--- config.mk ---
export PLATFORM = sky130hd
export DESIGN_NAME = phy_end_ctrl_flat
export DESIGN_NICKNAME = d
export VERILOG_FILES = /design/src/design/mac_phy_pkg.sv /design/src/design/mac_phy_if.sv /design/src/design/phy_end_ctrl.sv /design/src/flat_wrapper.sv
export SDC_FILE = /design/constraint.sdc
export NUM_CORES = 1
export LEC_CHECK = 0
export ABC_AREA = 1
export BUFFER_PORTS_ARGS = -buffer_cell sky130_fd_sc_hd__buf_4
export CAP_MARGIN = 0
export CORE_UTILIZATION = 45
export DETAILED_ROUTE_END_ITERATION = 10
export GPL_TIMING_DRIVEN = 0
export PLACE_DENSITY = 0.68
export SYNTH_ARGS = -nofsm -noshare
export SYNTH_HDL_FRONTEND = slang
export SYNTH_SLANG_ARGS = --single-unit
--- constraint.sdc ---
create_clock -name mclk -period 4.55 [get_ports mclk]
set_input_delay 0.455 -clock mclk [delete_from_list [all_inputs] [get_ports mclk]]
set_output_delay 0.455 -clock mclk [all_outputs]
set_load 0.02 [all_outputs]
--- src/design/mac_phy_pkg.sv ---
// shared constants, modes and helpers for both ends of the mac/phy link
package mac_phy_pkg;

  typedef enum logic [2:0]
  {
    ifc_rmii   = 3'b001,
    ifc_mii    = 3'b010,
    ifc_serial = 3'b100
  } ifc_mode_t;

  // periods in ns, half periods in mclk cycles
  localparam int        CLK_NS      = 10;
  localparam int        REF_NS      = 20;
  localparam int        MII100_NS   = 40;
  localparam int        MII10_NS    = 400;
  localparam int        SER_NS      = 100;
  localparam logic [5:0] REF_HALF    = 6'(REF_NS / (2 * CLK_NS));
  localparam logic [5:0] MII100_HALF = 6'(MII100_NS / (2 * CLK_NS));
  localparam logic [5:0] MII10_HALF  = 6'(MII10_NS / (2 * CLK_NS));
  localparam logic [5:0] SER_HALF    = 6'(SER_NS / (2 * CLK_NS));

  localparam logic [3:0] RMII10_REPEAT      = 4'ha;
  localparam logic [3:0] FALSE_CARRIER_CODE = 4'he;
  localparam logic [3:0] SYMBOL_ERR_CODE    = 4'h5;
  localparam logic [3:0] SFD_NIBBLE         = 4'hd;
  localparam logic [1:0] SFD_LAST_DIBIT     = 2'h3;
  localparam ifc_mode_t  MODE_AT_RESET      = ifc_mii;

  // half period of the mii/serial data clocks
  function automatic logic [5:0] clk_half(input ifc_mode_t m, input logic s10);
    if (m == ifc_serial)
    begin
      return SER_HALF;
    end
    return s10 ? MII10_HALF : MII100_HALF;
  endfunction : clk_half

  // link bits carried per clock in each mode
  function automatic logic [2:0] unit_bits(input ifc_mode_t m);
    unique case (m)
      ifc_rmii:   return 3'h2;
      ifc_serial: return 3'h1;
      ifc_mii:    return 3'h4;
    endcase
  endfunction : unit_bits

endpackage : mac_phy_pkg

--- src/design/mac_phy_if.sv ---
// link wires between the phy end and the mac end
`timescale 1ns/1ns
`default_nettype none
interface mac_phy_if;
  logic       ref_clk;
  logic       tx_clk;
  logic       tx_en;
  logic [3:0] txd;
  logic       rx_clk;
  logic       rx_dv;
  logic [3:0] rxd;
  logic       rx_er;
  logic       crs;
  logic       col;

  modport phy_end
  (
    input  ref_clk, tx_clk, tx_en, txd,
    output rx_clk, rx_dv, rxd, rx_er, crs, col
  );

  modport mac_end
  (
    output ref_clk, tx_clk, tx_en, txd,
    input  rx_clk, rx_dv, rxd, rx_er, crs, col
  );
endinterface : mac_phy_if
`default_nettype wire

--- src/design/phy_end_ctrl.sv ---
// phy end of the mac data link: receive toward mac, transmit from mac
`timescale 1ns/1ns
`default_nettype none
module phy_end_ctrl
  import mac_phy_pkg::*;
#(
  parameter int BUF_DEPTH = 2
)
(
  mac_phy_if.phy_end   link,
  input  wire logic       mclk,
  input  wire logic       rst_b,
  input  wire logic [2:0] cfg_mode_strap,
  input  wire logic       speed_10,
  input  wire logic       full_duplex,
  input  wire logic       med_carrier,
  input  wire logic       med_false_carrier,
  input  wire logic       med_symbol_err,
  input  wire logic       med_collision,
  input  wire logic       rx_valid,
  input  wire logic [3:0] rx_nib,
  output logic            rx_ready,
  output logic            tx_valid,
  output logic [3:0]      tx_nib,
  output logic            tx_last
);

  if (BUF_DEPTH < 2 || (BUF_DEPTH & (BUF_DEPTH - 1)) != 0)
  begin : g_bad_depth
    $error("BUF_DEPTH must be a power of two of at least 2");
  end

  localparam int AW = $clog2(BUF_DEPTH);

  ifc_mode_t  mode_ff;
  logic       strap_done_ff;
  logic       is_rmii;
  logic       is_mii;
  logic       is_serial;

  // mode latched once after reset release
  always_ff @(posedge mclk or negedge rst_b)
  begin
    if (!rst_b)
    begin
      mode_ff       <= MODE_AT_RESET;
      strap_done_ff <= 1'b0;
    end
    else if (!strap_done_ff)
    begin
      strap_done_ff <= 1'b1;
      unique case (cfg_mode_strap)
        ifc_rmii,
        ifc_mii,
        ifc_serial: mode_ff <= ifc_mode_t'(cfg_mode_strap);
        default:    mode_ff <= MODE_AT_RESET;
      endcase
    end
  end

  assign is_rmii   = (mode_ff == ifc_rmii);
  assign is_mii    = (mode_ff == ifc_mii);
  assign is_serial = (mode_ff == ifc_serial);

  // link inputs: two-stage synchroniser
  logic [6:0] in_s1_ff;
  logic [6:0] in_s2_ff;
  logic       ref_prev_ff;
  logic       txc_prev_ff;
  logic       en_s;
  logic [3:0] txd_s;

  always_ff @(posedge mclk or negedge rst_b)
  begin
    if (!rst_b)
    begin
      in_s1_ff    <= 7'h00;
      in_s2_ff    <= 7'h00;
      ref_prev_ff <= 1'b0;
      txc_prev_ff <= 1'b0;
    end
    else
    begin
      in_s1_ff    <= {link.ref_clk, link.tx_clk, link.tx_en, link.txd};
      in_s2_ff    <= in_s1_ff;
      ref_prev_ff <= in_s2_ff[6];
      txc_prev_ff <= in_s2_ff[5];
    end
  end

  assign en_s  = in_s2_ff[4];
  assign txd_s = in_s2_ff[3:0];

  // receive clock made here from mclk
  logic [5:0] rxdiv_ff;
  logic       rx_clk_ff;
  logic       rx_flip;
  logic       rx_fall;

  assign rx_flip = !is_rmii && (rxdiv_ff >= clk_half(mode_ff, speed_10) - 6'h01);
  assign rx_fall = rx_flip && rx_clk_ff;

  always_ff @(posedge mclk or negedge rst_b)
  begin
    if (!rst_b)
    begin
      rxdiv_ff  <= 6'h00;
      rx_clk_ff <= 1'b0;
    end
    else if (rx_flip)
    begin
      rxdiv_ff  <= 6'h00;
      rx_clk_ff <= !rx_clk_ff;
    end
    else if (!is_rmii)
    begin
      rxdiv_ff <= rxdiv_ff + 6'h01;
    end
  end

  // receive buffer between user and link
  logic [3:0]    buf_mem [BUF_DEPTH];
  logic [AW-1:0] wr_ptr_ff;
  logic [AW-1:0] rd_ptr_ff;
  logic [AW:0]   cnt_ff;
  logic          has_data;
  logic          push;
  logic          pop;
  logic [3:0]    head;
  logic [1:0]    ser_left_ff;

  assign rx_ready = (cnt_ff != (AW+1)'(BUF_DEPTH));
  assign push     = rx_valid && rx_ready;
  assign has_data = (cnt_ff != '0);
  assign head     = buf_mem[rd_ptr_ff];
  assign pop      = rx_fall && has_data
                    && ((is_mii && !med_false_carrier)
                    || (is_serial && ser_left_ff == 2'h0));

  always_ff @(posedge mclk)
  begin
    if (push)
    begin
      buf_mem[wr_ptr_ff] <= rx_nib;
    end
  end

  always_ff @(posedge mclk or negedge rst_b)
  begin
    if (!rst_b)
    begin
      wr_ptr_ff <= '0;
      rd_ptr_ff <= '0;
      cnt_ff    <= '0;
    end
    else
    begin
      wr_ptr_ff <= wr_ptr_ff + AW'(push);
      rd_ptr_ff <= rd_ptr_ff + AW'(pop);
      cnt_ff    <= cnt_ff + (AW+1)'(push) - (AW+1)'(pop);
    end
  end

  // receive side outputs
  logic       rx_dv_ff;
  logic       rx_er_ff;
  logic       rx_busy_ff;
  logic [3:0] rxd_ff;
  logic [3:0] ser_ff;
  logic       sym_ff;
  logic       col_ff;

  // symbol error marks the packet from the error until carrier ends; set wins over carrier end
  always_ff @(posedge mclk or negedge rst_b)
  begin
    if (!rst_b)
    begin
      sym_ff <= 1'b0;
    end
    else
    begin
      sym_ff <= med_symbol_err || (sym_ff && med_carrier);
    end
  end

  always_ff @(posedge mclk or negedge rst_b)
  begin
    if (!rst_b)
    begin
      rx_dv_ff    <= 1'b0;
      rx_er_ff    <= 1'b0;
      rx_busy_ff  <= 1'b0;
      rxd_ff      <= 4'h0;
      ser_ff      <= 4'h0;
      ser_left_ff <= 2'h0;
    end
    else if (rx_fall)
    begin
      rx_dv_ff   <= 1'b0;
      rx_er_ff   <= 1'b0;
      rx_busy_ff <= 1'b0;
      rxd_ff     <= 4'h0;
      unique case (mode_ff)
        ifc_mii:
        begin
          if (med_false_carrier)
          begin
            rxd_ff   <= FALSE_CARRIER_CODE;
            rx_er_ff <= !speed_10;
          end
          else if (has_data)
          begin
            rx_dv_ff   <= 1'b1;
            rx_busy_ff <= 1'b1;
            rxd_ff     <= (sym_ff && !speed_10) ? SYMBOL_ERR_CODE : head;
          end
        end
        ifc_serial:
        begin
          if (ser_left_ff != 2'h0)
          begin
            rx_busy_ff  <= 1'b1;
            rxd_ff      <= {3'h0, ser_ff[0]};
            ser_ff      <= {1'b0, ser_ff[3:1]};
            ser_left_ff <= ser_left_ff - 2'h1;
          end
          else if (has_data)
          begin
            rx_busy_ff  <= 1'b1;
            rxd_ff      <= {3'h0, head[0]};
            ser_ff      <= {1'b0, head[3:1]};
            ser_left_ff <= 2'h3;
          end
        end
        ifc_rmii:
        begin
          ser_left_ff <= 2'h0;
        end
      endcase
    end
  end

  // collision only in half duplex
  always_ff @(posedge mclk or negedge rst_b)
  begin
    if (!rst_b)
    begin
      col_ff <= 1'b0;
    end
    else
    begin
      col_ff <= !is_rmii && med_collision && !full_duplex;
    end
  end

  // outside rmii, carrier follows the medium without waiting for a clock; in rmii it stays low
  // serial framing starts at the first bit shown, so queued data alone raises carrier only on mii
  assign link.crs    = !is_rmii
                       && (med_carrier || rx_busy_ff || (is_mii && has_data));
  assign link.rx_clk = rx_clk_ff;
  assign link.rx_dv  = rx_dv_ff;
  assign link.rx_er  = rx_er_ff;
  assign link.rxd    = rxd_ff;
  assign link.col    = col_ff;

  // transmit side: sample on the sampled rising edge of the source clock
  logic       tx_edge;
  logic       rmii10;
  logic       take;
  logic [3:0] acc_ff;
  logic [2:0] have_ff;
  logic [3:0] rep_ff;
  logic       in_frame_ff;
  logic       sfd_seen_ff;
  logic       tx_valid_ff;
  logic       tx_last_ff;
  logic [3:0] tx_nib_ff;
  logic [3:0] nxt_acc;
  logic [2:0] nxt_have;

  assign tx_edge = is_rmii ? (in_s2_ff[6] && !ref_prev_ff)
                           : (in_s2_ff[5] && !txc_prev_ff);
  assign rmii10  = is_rmii && speed_10;
  assign take    = tx_edge && en_s && (!rmii10 || rep_ff == 4'h0);

  always_comb
  begin
    nxt_have = have_ff + unit_bits(mode_ff);
    unique case (mode_ff)
      ifc_rmii:   nxt_acc = {txd_s[1:0], acc_ff[3:2]};
      ifc_serial: nxt_acc = {txd_s[0], acc_ff[3:1]};
      ifc_mii:    nxt_acc = txd_s;
    endcase
  end

  always_ff @(posedge mclk or negedge rst_b)
  begin
    if (!rst_b)
    begin
      acc_ff      <= 4'h0;
      have_ff     <= 3'h0;
      rep_ff      <= 4'h0;
      in_frame_ff <= 1'b0;
      sfd_seen_ff <= 1'b0;
      tx_valid_ff <= 1'b0;
      tx_last_ff  <= 1'b0;
      tx_nib_ff   <= 4'h0;
    end
    else
    begin
      tx_valid_ff <= 1'b0;
      tx_last_ff  <= 1'b0;
      if (tx_edge && !en_s)
      begin
        // partial nibble is discarded here
        tx_last_ff  <= in_frame_ff;
        in_frame_ff <= 1'b0;
        have_ff     <= 3'h0;
        rep_ff      <= 4'h0;
        sfd_seen_ff <= 1'b0;
      end
      else if (tx_edge)
      begin
        in_frame_ff <= 1'b1;
        rep_ff      <= (rep_ff == RMII10_REPEAT - 4'h1) ? 4'h0 : rep_ff + 4'h1;
      end
      if (take)
      begin
        if (rmii10 && !sfd_seen_ff && txd_s[1:0] == SFD_LAST_DIBIT)
        begin
          tx_valid_ff <= 1'b1;
          tx_nib_ff   <= SFD_NIBBLE;
          have_ff     <= 3'h0;
          sfd_seen_ff <= 1'b1;
        end
        else if (nxt_have == 3'h4)
        begin
          tx_valid_ff <= 1'b1;
          tx_nib_ff   <= nxt_acc;
          have_ff     <= 3'h0;
        end
        else
        begin
          have_ff <= nxt_have;
          acc_ff  <= nxt_acc;
        end
      end
    end
  end

  assign tx_valid = tx_valid_ff;
  assign tx_nib   = tx_nib_ff;
  assign tx_last  = tx_last_ff;

endmodule : phy_end_ctrl
`default_nettype wire

--- src/flat_wrapper.sv ---
// flat-port wrapper written by rule: the top's interface ports become plain ports
module phy_end_ctrl_flat import mac_phy_pkg::*;
#(
  parameter int BUF_DEPTH = 2
)
  (mclk, rst_b, cfg_mode_strap, speed_10, full_duplex, med_carrier, med_false_carrier, med_symbol_err, med_collision, rx_valid, rx_nib, rx_ready, tx_valid, tx_nib, tx_last, link_ref_clk, link_tx_clk, link_tx_en, link_txd, link_rx_clk, link_rx_dv, link_rxd, link_rx_er, link_crs, link_col);
  mac_phy_if link_i ();
  input  wire logic mclk;
  input  wire logic rst_b;
  input  wire logic [2:0] cfg_mode_strap;
  input  wire logic speed_10;
  input  wire logic full_duplex;
  input  wire logic med_carrier;
  input  wire logic med_false_carrier;
  input  wire logic med_symbol_err;
  input  wire logic med_collision;
  input  wire logic rx_valid;
  input  wire logic [3:0] rx_nib;
  output logic rx_ready;
  output logic tx_valid;
  output logic [3:0] tx_nib;
  output logic tx_last;
  input wire logic [$bits(link_i.ref_clk)-1:0] link_ref_clk;
  input wire logic [$bits(link_i.tx_clk)-1:0] link_tx_clk;
  input wire logic [$bits(link_i.tx_en)-1:0] link_tx_en;
  input wire logic [$bits(link_i.txd)-1:0] link_txd;
  output wire logic [$bits(link_i.rx_clk)-1:0] link_rx_clk;
  output wire logic [$bits(link_i.rx_dv)-1:0] link_rx_dv;
  output wire logic [$bits(link_i.rxd)-1:0] link_rxd;
  output wire logic [$bits(link_i.rx_er)-1:0] link_rx_er;
  output wire logic [$bits(link_i.crs)-1:0] link_crs;
  output wire logic [$bits(link_i.col)-1:0] link_col;
  assign link_i.ref_clk = link_ref_clk;
  assign link_i.tx_clk = link_tx_clk;
  assign link_i.tx_en = link_tx_en;
  assign link_i.txd = link_txd;
  assign link_rx_clk = link_i.rx_clk;
  assign link_rx_dv = link_i.rx_dv;
  assign link_rxd = link_i.rxd;
  assign link_rx_er = link_i.rx_er;
  assign link_crs = link_i.crs;
  assign link_col = link_i.col;
  phy_end_ctrl #(.BUF_DEPTH(BUF_DEPTH)) u_core (.link(link_i), .mclk(mclk), .rst_b(rst_b), .cfg_mode_strap(cfg_mode_strap), .speed_10(speed_10), .full_duplex(full_duplex), .med_carrier(med_carrier), .med_false_carrier(med_false_carrier), .med_symbol_err(med_symbol_err), .med_collision(med_collision), .rx_valid(rx_valid), .rx_nib(rx_nib), .rx_ready(rx_ready), .tx_valid(tx_valid), .tx_nib(tx_nib), .tx_last(tx_last));
endmodule
==> metrics <==
worst setup margin=1.942 ns; placed cell count=524; period utilization=57.31%; synthesized cell area=3341 um^2; Setup Slack @ Placement=1.936 ns; outcome=finished, final reports clean; Worst path most repeated cell=nand2_1; n_diodes=0; P_sw=0.0007199 W; syn_area_per_cell=8.677 um^2; DR WL/cell=11.73 um; Crit Path Max Fanout=6; vias in the first global route=2530; Synth Area in Compound Gates=6.105%; Slew Limit Fails=0; RePlAce Congestion=0.8161; CTS root buffer=clkbuf_8; Synth Warn #=0; initial core utilization=46.31%; CP Capture Type=register; Routed Antenna Nets=0; drc violations=0; Max-Cap Viols=0; share of cells above drive strength 1=16.55%; CP arrival=2.83 ns; Worst setup SP type=register; switching share of power=33.51%; CP peak stage delay=0.57 ns; Final setup violation count=0; DP Wirelength=4624 um; P_int=0.001429 W; area occupied by multi-input gates=1299 um^2; chip height=88.16 um; leading area contributor after synthesis=dfrtp_1; Simple-Gate Fraction of Synth Area=26.18%; Top delay family on crit path=simple AND/OR/NAND/NOR gates; Tightest Pin Transition=0.7865 ns; first-pass GRT wire length=11080 um; nets=473; Die Width=88.16 um; H-Tree Depth=3; leakage power figure=2.125 nW; post-synthesis xor/xnor area fraction=0.7865%; First-pass DRT Iterations=4; layout filler cell count=693; Async SR Flop Fraction=88.73%; most common cell in the synthesized netlist=nand2_1; Vias=2566; final instance area=4005 um^2; total die area=7772 um^2; CTS Sinks=71; CP bufs+invs=2; clock transition at the registers of the reported paths=0.07 ns; post-synthesis mux area share=0%; flops & latches, synth=71; RSZ-0062 raised after global routing=no; most common library cells after synthesis=nand2_1, dfrtp_1, inv_1; initial antenna violation count=0; Critical Path RT=4.78 ns; placed cell area=3757 um^2; I/O pin total=39; post-cts sizing count=0; Post-synth EDFFs=8; final WL=6335 um; CP Cell Sequence=nor2_1 -> nand2_1 -> nand2_1 -> ha_1 -> nand2_1 -> inv_1 -> a21oi_1 -> nand2_1 -> nand3_1 -> nor2_1 -> ha_1 -> inv_1 -> ha_1 -> xnor2_1; Synth Instances=385; largest vdd supply drop=0.2802 mV; power per cell area=536.4 nW/um^2; CP Class=reg2reg; post-CTS setup repair buffer count=0; Site Rows=31; Worst-Skew Late Latency=0.34 ns; part of the power in registers=41.4%; final hold violation count=0; Area contributors post-synth=dfrtp_1, nand2_1, edfxtp_1; vias per cell=4.752; port buffer count=38; Longest Clk Path Bufs=2; Initial DRC Count=140; post-route minimum period=2.608 ns; Synth top area share=46.44%; CTS buffer count=9; synth unique cells=35; sequential share of the synthesized area=54.42%; min-delay worst type=in2async; Comb power frac=30.2%; Area Overhead vs Synth=19.89%; Worst Skew=0.01149 ns; Finished Layout Cells=540; Synth Flop Type=dfrtp_1; CTS tree=yes; pin count of the biggest net entering global routing=64; final setup TNS=0 ns; remaining global-route overflow=0; Register Area=1818 um^2; Worst path slowest cell=dfstp_2; hold_buf cts=0; adder-cell share of the synthesized area=5.468%; gr usage total=18.90%; Max-slew headroom=47.57%; largest family of logic cells by synthesized area=simple AND/OR/NAND/NOR gates; core footprint=7214 um^2; Clk network pwr share=28.4%; Peak Freq=0.3835 GHz
==> worst paths after layout <==
check	slack, ns	from	depth (start not counted)	endpoint
worst max-delay path	1.94	u_core.mode_ff[1]$_DFFE_PN1N_	14	u_core.cnt_ff[1]$_DFF_PN0_
worst min-delay path	0.18	rst_b	1	u_core.rxdiv_ff[5]$_DFFE_PN0P_
worst max register to register	1.94	u_core.mode_ff[1]$_DFFE_PN1N_	14	u_core.cnt_ff[1]$_DFF_PN0_
worst min register to register	0.35	u_core.in_s1_ff[1]$_DFF_PN0_	0	u_core.in_s2_ff[1]$_DFF_PN0_
max in group asynchronous	3.83	rst_b	1	u_core.in_s2_ff[5]$_DFF_PN0_
min in group mclk	0.22	link_txd[1]	1	u_core.in_s1_ff[1]$_DFF_PN0_
==> power groups by stage <==
stage	clock, W	sequential [W]	combinational, W
2_1_floorplan	0	0.000919	0.000423
3_3_place_gp	0	0.000895	0.000634
3_5_place_dp	0	0.000900	0.000653
4_1_cts	0.000625	0.000889	0.000656
5_1_grt	0.000648	0.000909	0.000759
6_report	0.000611	0.000890	0.000648
==> final cells by class <==
| cell class | instances | area share (%) |
|---|---|---|
| clock inverters | 5 | 2.655 |
| plain buffers | 3 | 0.5936 |
| well taps | 99 | 3.093 |
| inverters | 54 | 5.186 |
| multi-input cells | 259 | 32.43 |
| clock buffers | 11 | 3.530 |
| flip-flops and latches | 71 | 45.39 |
| repair buffers | 38 | 7.123 |
==> registers in the layout, indices dropped and copies added, names as in the netlist, 2 cells and up <==
name / count
u_core.cnt_ff: 2
u_core.acc_ff: 3
u_core.link.rxd: 4
u_core.mode_ff: 3
u_core.in_s2_ff: 7
u_core.ser_ff: 3
u_core.ser_left_ff: 2
u_core.rep_ff: 4
u_core.in_s1_ff: 7
u_core.rxdiv_ff: 6
u_core.buf_mem: 8
u_core.have_ff: 3
u_core.tx_nib: 4
==> per-layer routing <==
| metal | vias up | track usage, % | part of all wire [%] |
|---|---|---|---|
| li1 | 1309 | - | - |
| met1 | 1206 | 23.91 | 49 |
| met2 | 41 | 31.75 | 47 |
| met3 | 10 | 4.807 | 3.4 |
| met4 | 0 | 6.158 | 1.1 |
| met5 | - | 0 | 0 |
==> kinds of logic (layout without fill, tap and decap cells) <==
| group | after synthesis | in the layout |
|---|---|---|
| other | 1 | 3 |
| XOR/XNOR | 3 | 3 |
| buffers and inverters | 57 | 111 |
| adder cells (fa/ha/maj) | 14 | 14 |
| flip-flops | 71 | 71 |
| AO/OA/AOI/OAI | 37 | 37 |
| AND/OR/NAND/NOR | 202 | 202 |
==> stage by stage <==
| step | util [%] | hold slack [ns] | power, W |
|---|---|---|---|
| CTS | 55.52 | 0.2042 | 0.002170 |
| detailed placement | 52.08 | 0.3347 | 0.001554 |
| floorplan | - | 0.1594 | 0.001342 |
| global route | 55.52 | 0.1998 | 0.002317 |
| global placement | 52.08 | 0.3332 | 0.001529 |
| finish | 55.52 | 0.1826 | 0.002148 |
==> placed cells by master (no fill, tap or decap), types with 2 or more instances in the layout <==
cell	instances
nand2_1	124
dfrtp_1	62
inv_1	50
buf_4	39
nor2_1	36
nand3_1	20
o21ai_0	17
ha_1	13
a21oi_1	10
clkbuf_8	10
edfxtp_1	8
nand4_1	4
or2_2	4
xnor2_1	3
o22ai_1	3
conb_1	3
bufinv_16	3
inv_2	2
nand3_4	2
inv_4	2
nand2_4	2
a21o_1	2
nor3_1	2
nor2_2	2
and3_1	2
a31oi_1	2
==> worst register-to-register path: cells and delay by family, from the launching register on <==
| family | cells | cell delay (ns) |
|---|---|---|
| AOI/OAI and AO/OA | 1 | 0.13 |
| xor gates and xnor gates | 1 | 0.12 |
| adders and majority gates | 3 | 0.76 |
| buffers and inverters | 2 | 0.08 |
| DFF | 1 | 0.57 |
| and+or+nand+nor | 7 | 0.85 |
(Power assumes the default switching activity.)
